File: config.mk
export PLATFORM = sky130hd
export DESIGN_NAME = bbo_exec
export DESIGN_NICKNAME = d
export VERILOG_FILES = /design/src/logic/bbo_pkg.sv /design/src/logic/bbo_addr_gen.sv /design/src/logic/bbo_exec.sv
export VERILOG_INCLUDE_DIRS = /design/src /design/src/logic
export SDC_FILE = /design/constraint.sdc
export NUM_CORES = 1
export LEC_CHECK = 0
export ABC_AREA = 1
export BUFFER_PORTS_ARGS = -buffer_cell sky130_fd_sc_hd__buf_4
export CORE_MARGIN = 2
export CORE_UTILIZATION = 61
export CTS_CLUSTER_DIAMETER = 200
export DETAILED_ROUTE_END_ITERATION = 10
export PLACE_DENSITY_LB_ADDON = 0.15
export SLEW_MARGIN = 10
export SYNTH_ARGS = -nofsm -noshare
export SYNTH_HDL_FRONTEND = slang
export SYNTH_HIERARCHICAL = 1
export SYNTH_SLANG_ARGS = --single-unit
File: constraint.sdc
create_clock -name clk_sys -period 7.7 [get_ports clk_sys]
set_clock_uncertainty 0.1 [all_clocks]
set_input_delay 0 -clock clk_sys [delete_from_list [all_inputs] [get_ports clk_sys]]
set_output_delay 0 -clock clk_sys [all_outputs]
set_load 0.05 [all_outputs]
File: src/logic/bbo_consts.svh
// Constants for the branch and bit-op execution block
`ifndef BBO_CONSTS_SVH
`define BBO_CONSTS_SVH
`define BBO_OP_JUMP     5'h1a
`define BBO_OP_SET      4'h8
`define BBO_OP_SKIP_LO  4'hb
`define BBO_OP_SKIP_HI  4'ha
`define BBO_IDX_LIMIT   8'h5f
`define BBO_ACC_SPLIT   8'h60
`define BBO_ACC_HI_BANK 4'hf
`define BBO_PC_STEP     21'h000002
`define BBO_PC_RESET    21'h000000
`define BBO_PHASE_LAST  2'h3
`define BBO_F_OP5       15:11
`define BBO_F_OP4       15:12
`define BBO_F_BIT       11:9
`define BBO_F_ACC       8
`define BBO_F_REG       7:0
`define BBO_F_OFFS      10:0
`define BBO_F_SIGN      10
`define BBO_F_BANK      11:8
`define BBO_SEXT_W      9
`define BBO_BIT_ONE     8'h01
`define BBO_ACC_LO_BANK 4'h0
`endif

File: src/logic/bbo_pkg.sv
// Types for the branch and bit-op execution block
package bbo_pkg;
  typedef enum logic [1:0] {
    BBO_Q1 = 2'b00,
    BBO_Q2 = 2'b01,
    BBO_Q3 = 2'b10,
    BBO_Q4 = 2'b11
  } bbo_phase_e;
  typedef logic [20:0] bbo_pc_t;
  typedef logic [11:0] bbo_addr_t;
endpackage

File: src/logic/bbo_addr_gen.sv
// Data-memory address former for bit-oriented instructions
module bbo_addr_gen (
  input  wire logic [7:0]    reg_addr,
  input  wire logic          access_flag,
  input  wire logic [3:0]    bank_select_reg,
  input  wire logic          ext_set_en,
  input  wire logic [11:0]   index_base,
  output bbo_pkg::bbo_addr_t mem_addr,
  output logic               indexed
);
  import bbo_pkg::*;
`include "bbo_consts.svh"
  always_comb begin
    indexed  = 1'b0;
    mem_addr = {bank_select_reg, reg_addr};
    if (!access_flag) begin
      if (ext_set_en && reg_addr <= `BBO_IDX_LIMIT) begin
        indexed  = 1'b1;
        mem_addr = index_base + {4'h0, reg_addr};
      end else if (reg_addr < `BBO_ACC_SPLIT) begin
        mem_addr = {`BBO_ACC_LO_BANK, reg_addr};
      end else begin
        mem_addr = {`BBO_ACC_HI_BANK, reg_addr};
      end
    end
  end
endmodule

File: src/logic/bbo_exec.sv
// Branch and bit-op executor, one instruction per four-phase cycle
// Behaviour
// - Relative jump target is the incremented PC plus twice the signed offset.
// - Relative jump is one word, two cycles, the second a no-operation refill.
// - Relative jump is decoded from top bits 11010 with an 11-bit signed offset.
// - Bit set forces the indexed bit of the addressed register high, others kept.
// - Access flag 0 addresses the access bank.
// - Access flag 1 forms the address from the bank select register and f.
// - Flag 0 with extended set on treats f up to 95 as an indexed literal offset.
// - Top nibble 1011 skips when the bit is low, 1010 when it is high; no flags.
module bbo_exec (
  input  wire logic          clk_sys,
  input  wire logic          reset_n,
  input  wire logic [15:0]   instr_word,
  input  wire logic [3:0]    bank_select_reg,
  input  wire logic          ext_set_en,
  input  wire logic [11:0]   index_base,
  input  wire logic [7:0]    mem_rdata,
  output bbo_pkg::bbo_phase_e phase,
  output bbo_pkg::bbo_pc_t    pc,
  output bbo_pkg::bbo_addr_t  mem_addr,
  output logic                mem_rd,
  output logic                mem_wr,
  output logic [7:0]          mem_wdata,
  output logic                skip_next,
  output logic                flush
);
  import bbo_pkg::*;
`include "bbo_consts.svh"

  typedef struct packed {
    bbo_phase_e  phase;
    bbo_pc_t     pc;
    logic [15:0] ir;
    logic        refill;
    logic        skip_pend;
    bbo_addr_t   mem_addr;
    logic        mem_rd;
    logic        mem_wr;
    logic [7:0]  data;
    logic        skip_next;
    logic        flush;
  } bbo_state_s;

  bbo_state_s st;
  bbo_state_s next_st;
  bbo_addr_t  ea;
  logic       ea_indexed;
  logic       is_jump;
  logic       is_set;
  logic       is_skip_lo;
  logic       is_skip_hi;
  logic       bit_val;
  bbo_pc_t    jump_target;

  bbo_addr_gen u_bbo_addr_gen (
    .reg_addr        (st.ir[`BBO_F_REG]),
    .access_flag     (st.ir[`BBO_F_ACC]),
    .bank_select_reg (bank_select_reg),
    .ext_set_en      (ext_set_en),
    .index_base      (index_base),
    .mem_addr        (ea),
    .indexed         (ea_indexed)
  );

  // Refill cycle decodes nothing; the fetched word is discarded
  assign is_jump    = !st.refill && st.ir[`BBO_F_OP5] == `BBO_OP_JUMP;
  assign is_set     = !st.refill && st.ir[`BBO_F_OP4] == `BBO_OP_SET;
  assign is_skip_lo = !st.refill && st.ir[`BBO_F_OP4] == `BBO_OP_SKIP_LO;
  assign is_skip_hi = !st.refill && st.ir[`BBO_F_OP4] == `BBO_OP_SKIP_HI;
  assign bit_val    = mem_rdata[st.ir[`BBO_F_BIT]];
  // PC already advanced past the jump word at fetch
  assign jump_target = st.pc + {{`BBO_SEXT_W{st.ir[`BBO_F_SIGN]}},
                                st.ir[`BBO_F_OFFS], 1'b0};

  always_comb begin
    next_st        = st;
    next_st.mem_rd = 1'b0;
    next_st.mem_wr = 1'b0;
    next_st.flush  = 1'b0;
    unique case (st.phase)
      BBO_Q1: begin
        next_st.phase     = BBO_Q2;
        next_st.ir        = instr_word;
        next_st.pc        = st.pc + `BBO_PC_STEP;
        next_st.skip_next = 1'b0;
      end
      BBO_Q2: begin
        next_st.phase = BBO_Q3;
        if (is_set || is_skip_lo || is_skip_hi) begin
          next_st.mem_addr = ea;
          next_st.mem_rd   = 1'b1;
        end
      end
      BBO_Q3: begin
        next_st.phase = BBO_Q4;
        if (is_set) begin
          next_st.data = mem_rdata | (`BBO_BIT_ONE << st.ir[`BBO_F_BIT]);
        end
        if (is_skip_lo) begin
          next_st.skip_pend = !bit_val;
        end else if (is_skip_hi) begin
          next_st.skip_pend = bit_val;
        end else begin
          next_st.skip_pend = 1'b0;
        end
      end
      BBO_Q4: begin
        next_st.phase  = BBO_Q1;
        next_st.refill = 1'b0;
        if (is_jump) begin
          next_st.pc     = jump_target;
          next_st.refill = 1'b1;
          next_st.flush  = 1'b1;
        end
        if (is_set) begin
          next_st.mem_wr = 1'b1;
        end
        next_st.skip_next = st.skip_pend;
      end
    endcase
    if (!reset_n) begin
      next_st          = '0;
      next_st.phase    = BBO_Q1;
      next_st.pc       = `BBO_PC_RESET;
    end
  end

  always_ff @(posedge clk_sys) begin
    st <= next_st;
  end

  assign phase     = st.phase;
  assign pc        = st.pc;
  assign mem_addr  = st.mem_addr;
  assign mem_rd    = st.mem_rd;
  assign mem_wr    = st.mem_wr;
  assign mem_wdata = st.data;
  assign skip_next = st.skip_next;
  assign flush     = st.flush;

  property p_jump_target;
    @(posedge clk_sys) disable iff (!reset_n)
      (st.phase == BBO_Q4 && is_jump) |=> pc == $past(jump_target);
  endproperty
  a_jump_target: assert property (p_jump_target) else $error("jump target wrong");

  property p_jump_refill;
    @(posedge clk_sys) disable iff (!reset_n)
      (st.phase == BBO_Q4 && is_jump) |=> flush ##1 (!mem_rd && !mem_wr) [*4];
  endproperty
  a_jump_refill: assert property (p_jump_refill) else $error("refill not idle");

  property p_jump_decode;
    @(posedge clk_sys) disable iff (!reset_n)
      (st.phase == BBO_Q4 && !st.refill && st.ir[`BBO_F_OP5] != `BBO_OP_JUMP) |=> !flush;
  endproperty
  a_jump_decode: assert property (p_jump_decode) else $error("false jump");

  property p_set_data;
    @(posedge clk_sys) disable iff (!reset_n)
      (st.phase == BBO_Q3 && is_set) |=> mem_wdata[$past(st.ir[`BBO_F_BIT])] ##1 mem_wr;
  endproperty
  a_set_data: assert property (p_set_data) else $error("bit not set");

  property p_access_bank;
    @(posedge clk_sys) disable iff (!reset_n)
      (st.phase == BBO_Q2 && is_set && !st.ir[`BBO_F_ACC] && !ext_set_en)
        |=> mem_addr[`BBO_F_BANK] == `BBO_ACC_LO_BANK
            || mem_addr[`BBO_F_BANK] == `BBO_ACC_HI_BANK;
  endproperty
  a_access_bank: assert property (p_access_bank) else $error("access bank wrong");

  property p_banked;
    @(posedge clk_sys) disable iff (!reset_n)
      (st.phase == BBO_Q2 && is_set && st.ir[`BBO_F_ACC])
        |=> mem_addr == {$past(bank_select_reg), $past(st.ir[`BBO_F_REG])};
  endproperty
  a_banked: assert property (p_banked) else $error("banked address wrong");

  property p_indexed;
    @(posedge clk_sys) disable iff (!reset_n)
      (st.phase == BBO_Q2 && is_set && !st.ir[`BBO_F_ACC] && ext_set_en
        && st.ir[`BBO_F_REG] <= `BBO_IDX_LIMIT)
        |-> ea_indexed ##1 (mem_addr == $past(index_base) + {4'h0, $past(st.ir[`BBO_F_REG])});
  endproperty
  a_indexed: assert property (p_indexed) else $error("indexed mode missed");

  property p_skip;
    @(posedge clk_sys) disable iff (!reset_n)
      (st.phase == BBO_Q3 && is_skip_lo && !bit_val) |=> ##1 skip_next;
  endproperty
  a_skip: assert property (p_skip) else $error("skip missed");

  property p_set_timing;
    @(posedge clk_sys) disable iff (!reset_n)
      (st.phase == BBO_Q2 && is_set) |=> mem_rd ##1 !mem_wr ##1 mem_wr;
  endproperty
  a_set_timing: assert property (p_set_timing) else $error("set phases wrong");

  property p_skip_set;
    @(posedge clk_sys) disable iff (!reset_n)
      (st.phase == BBO_Q3 && is_skip_hi && bit_val) |=> ##1 skip_next;
  endproperty
  a_skip_set: assert property (p_skip_set) else $error("skip on set bit missed");

  property p_no_skip;
    @(posedge clk_sys) disable iff (!reset_n)
      (st.phase == BBO_Q3 && !(is_skip_lo && !bit_val) && !(is_skip_hi && bit_val))
        |=> ##1 !skip_next;
  endproperty
  a_no_skip: assert property (p_no_skip) else $error("false skip");

  property p_pc_step;
    @(posedge clk_sys) disable iff (!reset_n)
      (st.phase == BBO_Q1) |=> pc == $past(pc) + `BBO_PC_STEP;
  endproperty
  a_pc_step: assert property (p_pc_step) else $error("pc not advanced");

  property p_refill_idle;
    @(posedge clk_sys) disable iff (!reset_n)
      (st.phase == BBO_Q4 && st.refill) |=> !flush && !skip_next && !st.refill;
  endproperty
  a_refill_idle: assert property (p_refill_idle) else $error("refill cycle not idle");
endmodule

Yosys cells after proc, flatten, opt, wreduce, memory -nomap -nowiden:

Index checks and enable logic that the tools add are counted.

* $add $sub $neg: 3
* $lt $le $gt $ge: 3
* equality and inequality tests: 8
* shifts and indexed selects: 1
* muxes and demuxes: 14
* bitwise gates (word level): 1
* reductions and logical operators: 16

Operators with widths (count)
* 21-bit one-hot mux with 2 select lines: 1
* 12-bit two-way mux: 3
* 21-bit by 2-bit adder with 21-bit output (second input constant): 1
* 21-bit adder: 1
* 21-bit two-way mux: 1
* 12-bit by 8-bit adder with 12-bit output: 1
* 4-bit == test (second input constant): 3
* 2-bit AND reduction: 5
* 8-bit by 7-bit <= comparator with 1-bit output (second input constant): 1
* 8-bit by 7-bit less-than comparator with 1-bit output (second input constant): 1
* 8-bit bitwise OR: 1
* 2-bit one-hot mux with 4 select lines: 1
* 1-bit by 3-bit left shift with 8-bit output (first input constant): 1
* 1-bit two-way mux: 6
* 5-bit == test (second input constant): 1
* 1-bit logical AND: 5
* 2-bit == test (second input constant): 2
* 3-bit by 4-bit less-than comparator with 1-bit output (second input constant): 1
* 1-bit binary-select mux with 3-bit select: 1
* 2-bit by 1-bit == test with 1-bit output (second input constant): 1
* 1-bit zero test: 2
* 2-bit zero test: 1
* 1-bit logical OR: 2
* 2-bit inequality test (second input constant): 1
* 2 further kinds: 2

* bits in registers: 65
* input port bits: 43
* logic and storage cells: 57

Longest topological paths before layout:

Gate-level depths: netlist of run 1.

* word-level depth: 5
* gate-level depth with buffers: 18
* depth with buffers taken out: 16

Modules after synthesis:

Netlist of run 1, hierarchy kept.

By module, submodules not included
* bbo_exec: times used 1, cells an instance 600, area each 4042.6 µm², seq. area each 1281.2 µm²
* bbo_addr_gen: times used 1, cells an instance 127, area each 694.4 µm², seq. area each 0.0 µm²

Worst setup path before layout of run 1:

OpenSTA, ideal clock, no wires.

* path kind: reg2reg
* start: reg st (netlist bit phase[0])
* end: reg st (netlist bit pc[13])
* data arrival time: 2.342 ns
* slack: 5.145 ns
* stages on the path, launching flop included: 16
* clock period less this slack: 2.555 ns
* cells stage by stage: dfxtp_1 > ha_1 > buf_4 > inv_2 > or2_2 > ha_1 > fa_1 > nand3_1 > nand2_1 > inv_1 > o21ai_1 > nand2_1 > nand2_1 > xor2_1 > o21bai_1 > inv_1

* longest elaborated chain between the ends: 3
* elaborated cells on any way between the ends: 6

Ends and longest elaborated chain
* from (decl): line bbo_exec.sv:45 `bbo_state_s st;`
* from (signal assigned): line bbo_exec.sv:130 `st <= next_st;`
* 2-bit == test or 2-bit zero test (tied branches): line bbo_exec.sv:81 `unique case (st.phase)`
* 2-bit inequality test (no source line) or 2-bit nonzero test (tied branches)
* 2-bit AND reduction (no source line)

Parallel ways exist; a longest one is shown, timed or not.
A chain may end at the register's enable or synchronous reset.

Worst setup path after layout of run 1:

Same ends and word-level chain as after synthesis.

==> reports/qor.csv, run 1 <==
metric,value,unit
"count leader, synth",nand2_1,
Setup TNS,0,ps
clock tree buffer depth,2,
Worst slew margin,0.491,
Place WS,4540,ps
Final min period,3220,ps
Worst-Margin Slew,764,ps
CP startpoint kind,register,
worst hold slack,32.4,ps
die width,92.1,um
status,"finished, final reports clean",
# rows,32,
"Arr. time, crit path",3350,ps
GRT overflow,0,
H-Tree Level Count,3,
maximum VDD drop,0.157,mV
total wire length,12.1,mm
Pwr Density,305,nW/um2
detailed placer's ending HPWL,8.59,mm
Filler cells,621,
leading area contributor after synthesis,dfxtp_1,
Worst Path Required,7830,ps
core area,7610,um2
DRC Markers,0,
WL/cell,13.4,um
synthesized instance count,727,
Post-synth EDFFs,0,
die area,8490,um2
slowest CP cell,ha_1,
"Reg clk slew, reported paths",80,ps
GRT Overall Usage,0.301,
Main synth FF type,dfxtp_1,
Post-synth top cells,"nand2_1, inv_1, nor2_1",
fmax,310,MHz
yosys warns,6,
Antenna Cells,0,
worst min-delay path class,in2reg,
share of the synthesized area in the top cell type,0.270,
max_cap viols,0,
Bufs and invs on worst path,3,
Die H,92.1,um
clock sinks,64,
kind of critical path,reg2reg,
Synth cell types,44,
Final Hold Viols,0,
share of post-route cells with drive strength above 1,0.171,
Async SR Flop Fraction,0,
largest net degree at the start of global routing,56,
initial drt markers,315,
CP max stage delay,680,ps
crit-path max FO,20,
RSZ-0062 raised after global routing,no,
Setup-failing EPs final,0,
Num CTS Buffers,9,
"FF+latch count, synth",64,
cell mode on critical path,nand2_1,
"Seq/Total Area, Yosys",0.270,
"Net Count, Synth",794,
period utilisation layout,0.418,
synthesized area per cell,6.52,um2
PortBufs,88,
drt via density,5.25,
Crit path max-delay family,adder cells,
vias,4713,
gpl congestion,0.927,
first-pass GRT wire length,20.5,mm
Ports,90,
DRT Pass-1 Iters,8,
final antenna-violating net count,0,
CTS root buf,clkbuf_8,
vias in the first global route,4444,
Pleak,2.87,nW
CTS tree,done,
fin. max-slew vios,0,
Critical Path End Type,register,
fin worst setup slack,4480,ps
area grow syn2layout,17.1,%
leading post-synthesis cells by cell area,"dfxtp_1, nand2_1, inv_1",
clk_lat worst skew,350,ps
Nets,858,
cells along the critical path,ha_1 > inv_2 > or2_2 > ha_1 > fa_1 > nand3_1 > nand2_1 > inv_1 > o21ai_1 > nand2_1 > nand2_1 > xor2_1 > o21bai_1 > inv_1,
Initial Util,0.623,
initial antenna violation count,0,
Synth Cell Area,4740,um2
-- placed cells by master (no fill, tap or decap), types with 2 or more instances in the layout --
cell	Yosys	routed
a21boi_0	2	2
a21oi_1	35	35
a21oi_2	2	2
buf_4	45	88
clkbuf_1	11	2
clkbuf_8	0	9
dfxtp_1	64	64
dlygate4sd3_1	0	28
fa_1	2	2
ha_1	22	22
inv_1	95	95
inv_2	7	7
nand2_1	150	150
nand2_2	7	7
nand3_1	54	54
nand4_1	10	10
nor2_1	83	83
nor2_2	3	3
nor2_4	2	2
nor3_1	4	4
nor3_2	3	3
o211ai_1	3	3
o21ai_0	61	61
o21ai_1	6	6
o21ai_2	6	6
o21bai_1	11	11
o22ai_1	2	2
o41ai_1	2	2
xnor2_1	6	6
xor2_1	8	8
-- metal layers --
layer  share of wire  global-route usage  vias to the layer above
li1                -                   -                     2423
met1            0.44               0.394                     2088
met2            0.47               0.504                      178
met3           0.071              0.0518                       24
met4           0.020              0.0970                        0
met5               0                   0                        -
-- layout make-up --
class	count	area, um2	share of cell area
multi-input combinational	496	2620	0.472
sequential	64	1280	0.231
timing repair buffer	116	941	0.170
inverter	104	393	0.0708
clock buffer	11	131	0.0237
tap	102	128	0.0230
clock inverter	4	55.1	0.00993
-- path summary, 6_finish.rpt --
kind	from	endpoint	slack, ps	depth (start not counted)
hold reg to reg	mem_wdata[4]$_SDFFE_PN0P_	mem_wdata[4]$_SDFFE_PN0P_	350	2
setup reg to reg	phase[0]$_SDFF_PN0_	pc[13]$_SDFFE_PN0P_	4480	14
setup / recovery	phase[0]$_SDFF_PN0_	pc[13]$_SDFFE_PN0P_	4480	14
hold / removal	reset_n	st[36]$_SDFFE_PN0P_	30	3
-- through the flow --
| stage | instances | instance area [um2] | utilization | power [mW] |
|---|---|---|---|---|
| after floorplan | 727 | 4740 | - | 1.25 |
| after global placement | 854 | 5080 | 0.668 | 1.37 |
| after detailed placement | 854 | 5080 | 0.668 | 1.39 |
| after CTS | 897 | 5550 | 0.729 | 1.69 |
| after global routing | 897 | 5550 | 0.729 | 1.81 |
| final | 897 | 5550 | 0.729 | 1.69 |
-- kinds of logic (layout without fill, tap and decap cells) --
group           after synthesis  count (layout)  share of synthesized area
xor+xnor                     15              15                     0.0293
other cells                   1               1                   0.000792
flops                        64              64                      0.270
simple gates                320             320                      0.290
fa+ha+maj                    24              24                     0.0666
compound gates              136             136                      0.166
buf+inv                     167             235                      0.177
-- flip-flops by register name, summed over array words and instances, names as in the netlist --
register,cells
skip_next,1
flush,1
mem_wdata,8
phase,2
st,18
pc,20
mem_wr,1
mem_rd,1
mem_addr,12
-- timing repair --
item / CTS / global route
hold buffers: 28 / 0
gates resized for setup: 0 / 0
setup buffers: 0 / 0
hold endpoints to repair: 28 / 0
-- tightest hold or removal path: cells and delay by family --
family / cells / cell delay (ps)
AOI/OAI and AO/OA: 2 / 180
buffers and inverters: 1 / 260
-- power breakdown --
group	internal [mW]	switching (mW)	total, mW
combinational	0.290	0.612	0.902
sequential	0.412	0.0972	0.509
clock	0.150	0.132	0.282
total	0.852	0.841	1.69
Power figures use the tool's default switching activity.
==> run 2: changes to the inputs <==
Settings changed: CORE_UTILIZATION 61 to 57.
Clock period 7.7 ns to 3 ns, I/O delays scaled along.
==> run 2 against run 1 <==
  * Die area increased by 6.7%
  * Sequential power rose to 2.5 times the previous value
  * Flip-flop and latch count is the same
  * Non-clock buffer count increased by 4
  * Power increased to 2.6 times the previous value
  * Global-route usage is 2.7 points lower
  * Wire length decreased by 0.44%
  * Clock power grew to 2.7 times the previous value
  * Critical path depth unchanged
  * Setup slack worse by 4100 ps
  * Largest cell class unchanged
==> reports/qor.csv, run 2 (synthesis results as in run 1) <==
metric,value,unit
number of flip-flops in the largest register,20,
max_cap viols,0,
die width,95.2,um
clock sinks,64,
final antenna-violating net count,0,
Final min period,2660,ps
fin. max-slew vios,0,
first-pass GRT wire length,19.7,mm
Initial Util,0.582,
Final Hold Viols,0,
share of post-route cells with drive strength above 1,0.179,
GRT Overall Usage,0.273,
worst hold stages,5,
DRT Pass-1 Iters,5,
"Reg clk slew, reported paths",80,ps
Bufs and invs on worst path,3,
Worst Path Required,3140,ps
Critical Path End Type,register,
"Arr. time, crit path",2800,ps
worst min-delay path class,in2reg,
cells along the critical path,ha_1 > inv_2 > or2_2 > ha_1 > fa_1 > nand3_1 > nand2_1 > inv_1 > o21ai_1 > nand2_1 > nand2_1 > xor2_1 > o21bai_1 > inv_1,
GRT overflow,0,
R2R cell count,14,
period utilisation layout,0.887,
detailed placer's ending HPWL,8.89,mm
vias in the first global route,4370,
kind of critical path,reg2reg,
die area,9060,um2
initial drt markers,213,
slowest CP cell,fa_1,
core area,8130,um2
status,"finished, final reports clean",
Worst-Margin Slew,562,ps
drt via density,5.26,
worst r2r src,phase[1]$_SDFF_PN0_,
Die H,95.2,um
worst hold slack,39.4,ps
"commonest non-fill, non-tap cells in the layout","nand2_1, inv_1, buf_4",
Nets,862,
vias,4758,
clk_lat worst skew,340,ps
post-layout util,0.688,
"commonest non-fill, non-tap cell in the layout",nand2_1,
cell mode on critical path,nand2_1,
Pwr Density,785,nW/um2
area grow syn2layout,18.2,%
Num CTS Buffers,9,
M3 GR Usage,0.0348,
CP max stage delay,430,ps
Setup TNS,0,ps
largest net degree at the start of global routing,56,
crit-path max FO,4,
Pleak,2.90,nW
met1 GRT Util,0.351,
Post-CTS Setup Bufs,0,
maximum VDD drop,0.523,mV
reg2reg end,pc[13]$_SDFFE_PN0P_,
R2R Setup Slk,340,ps
CTS root buf,clkbuf_8,
Worst slew margin,0.624,
gpl congestion,0.931,
PortBufs,88,
Crit path max-delay family,adder cells,
RSZ-0062 raised after global routing,no,
WL/cell,13.3,um
WHS Endpoint,mem_addr[8]$_SDFFE_PN0P_,
fmax,376,MHz
# rows,33,
H-Tree Level Count,3,
DRC Markers,0,
initial antenna violation count,0,
total wire length,12.0,mm
clock tree buffer depth,2,
CTS tree,done,
global route hottest layer,met2,
hold_sp,index_base[8],
CP startpoint kind,register,
Ports,90,
met2 Resource Use GR,0.465,
Setup-failing EPs final,0,
Antenna Cells,0,
[run 2: cell types whose count changed in the layout (fill, tap and decap cells not counted), sizes merged]
cell and change:
clkinvlp +1, buf +4, clkbuf -1, clkinv +1
[run 2: how the worst max path moves through the flow]
| stage | from | endpoint | cells after the start |
|---|---|---|---|
| 6_report | phase[1]$_SDFF_PN0_ | pc[13]$_SDFFE_PN0P_ | 14 |
| 5_1_grt | phase[1]$_SDFF_PN0_ | pc[16]$_SDFFE_PN0P_ | 17 |
| 4_1_cts | phase[1]$_SDFF_PN0_ | pc[13]$_SDFFE_PN0P_ | 14 |
| 3_5_place_dp | phase[1]$_SDFF_PN0_ | pc[15]$_SDFFE_PN0P_ | 14 |
| 3_3_place_gp | phase[0]$_SDFF_PN0_ | pc[15]$_SDFFE_PN0P_ | 14 |
| 2_1_floorplan | phase[0]$_SDFF_PN0_ | pc[13]$_SDFFE_PN0P_ | 15 |
[run 2: tightest hold or removal path, cell delays in order]
cell and delay (ps):
buf_4 110, nor2_1 50, o21ai_1 110, o21ai_0 90, nor2_1 80
[run 2: layer usage]
metal  part of all wire  vias to the layer above
met4              0.023                        0
li1                   -                     2436
met5                  0                        -
met2               0.47                      167
met1               0.44                     2129
met3              0.073                       26
[run 2: layout make-up]
class	count	area (um2)
clock buffers	10	138
clock inverters	6	67.6
fillers	728	2530
inverters	104	393
multi-input cells	496	2620
flip-flops and latches	64	1280
well taps	105	131
repair buffers	120	971
[run 2: repair_timing]
action | CTS | global route
endpoints found under the hold margin | 28 | 0
endpoints found under the setup margin | 0 | 2
hold buffers | 28 | 0
resized for setup | 0 | 1
[run 2: per-stage QoR]
step / instance area (um2) / power, mW / instances / setup WS (ps)
4_1_cts: 5600 / 4.40 / 905 / 346
3_3_place_gp: 5110 / 3.56 / 861 / 410
3_5_place_dp: 5110 / 3.60 / 861 / 352
2_1_floorplan: 4740 / 3.22 / 727 / 445
5_1_grt: 5600 / 4.72 / 905 / 26.2
6_report: 5600 / 4.39 / 905 / 338
[run 2: where the power goes]
group          total, mW  switching, mW  internal, mW
Combinational       2.33           1.57         0.763
Clock              0.775          0.366         0.409
Sequential          1.29          0.230          1.06
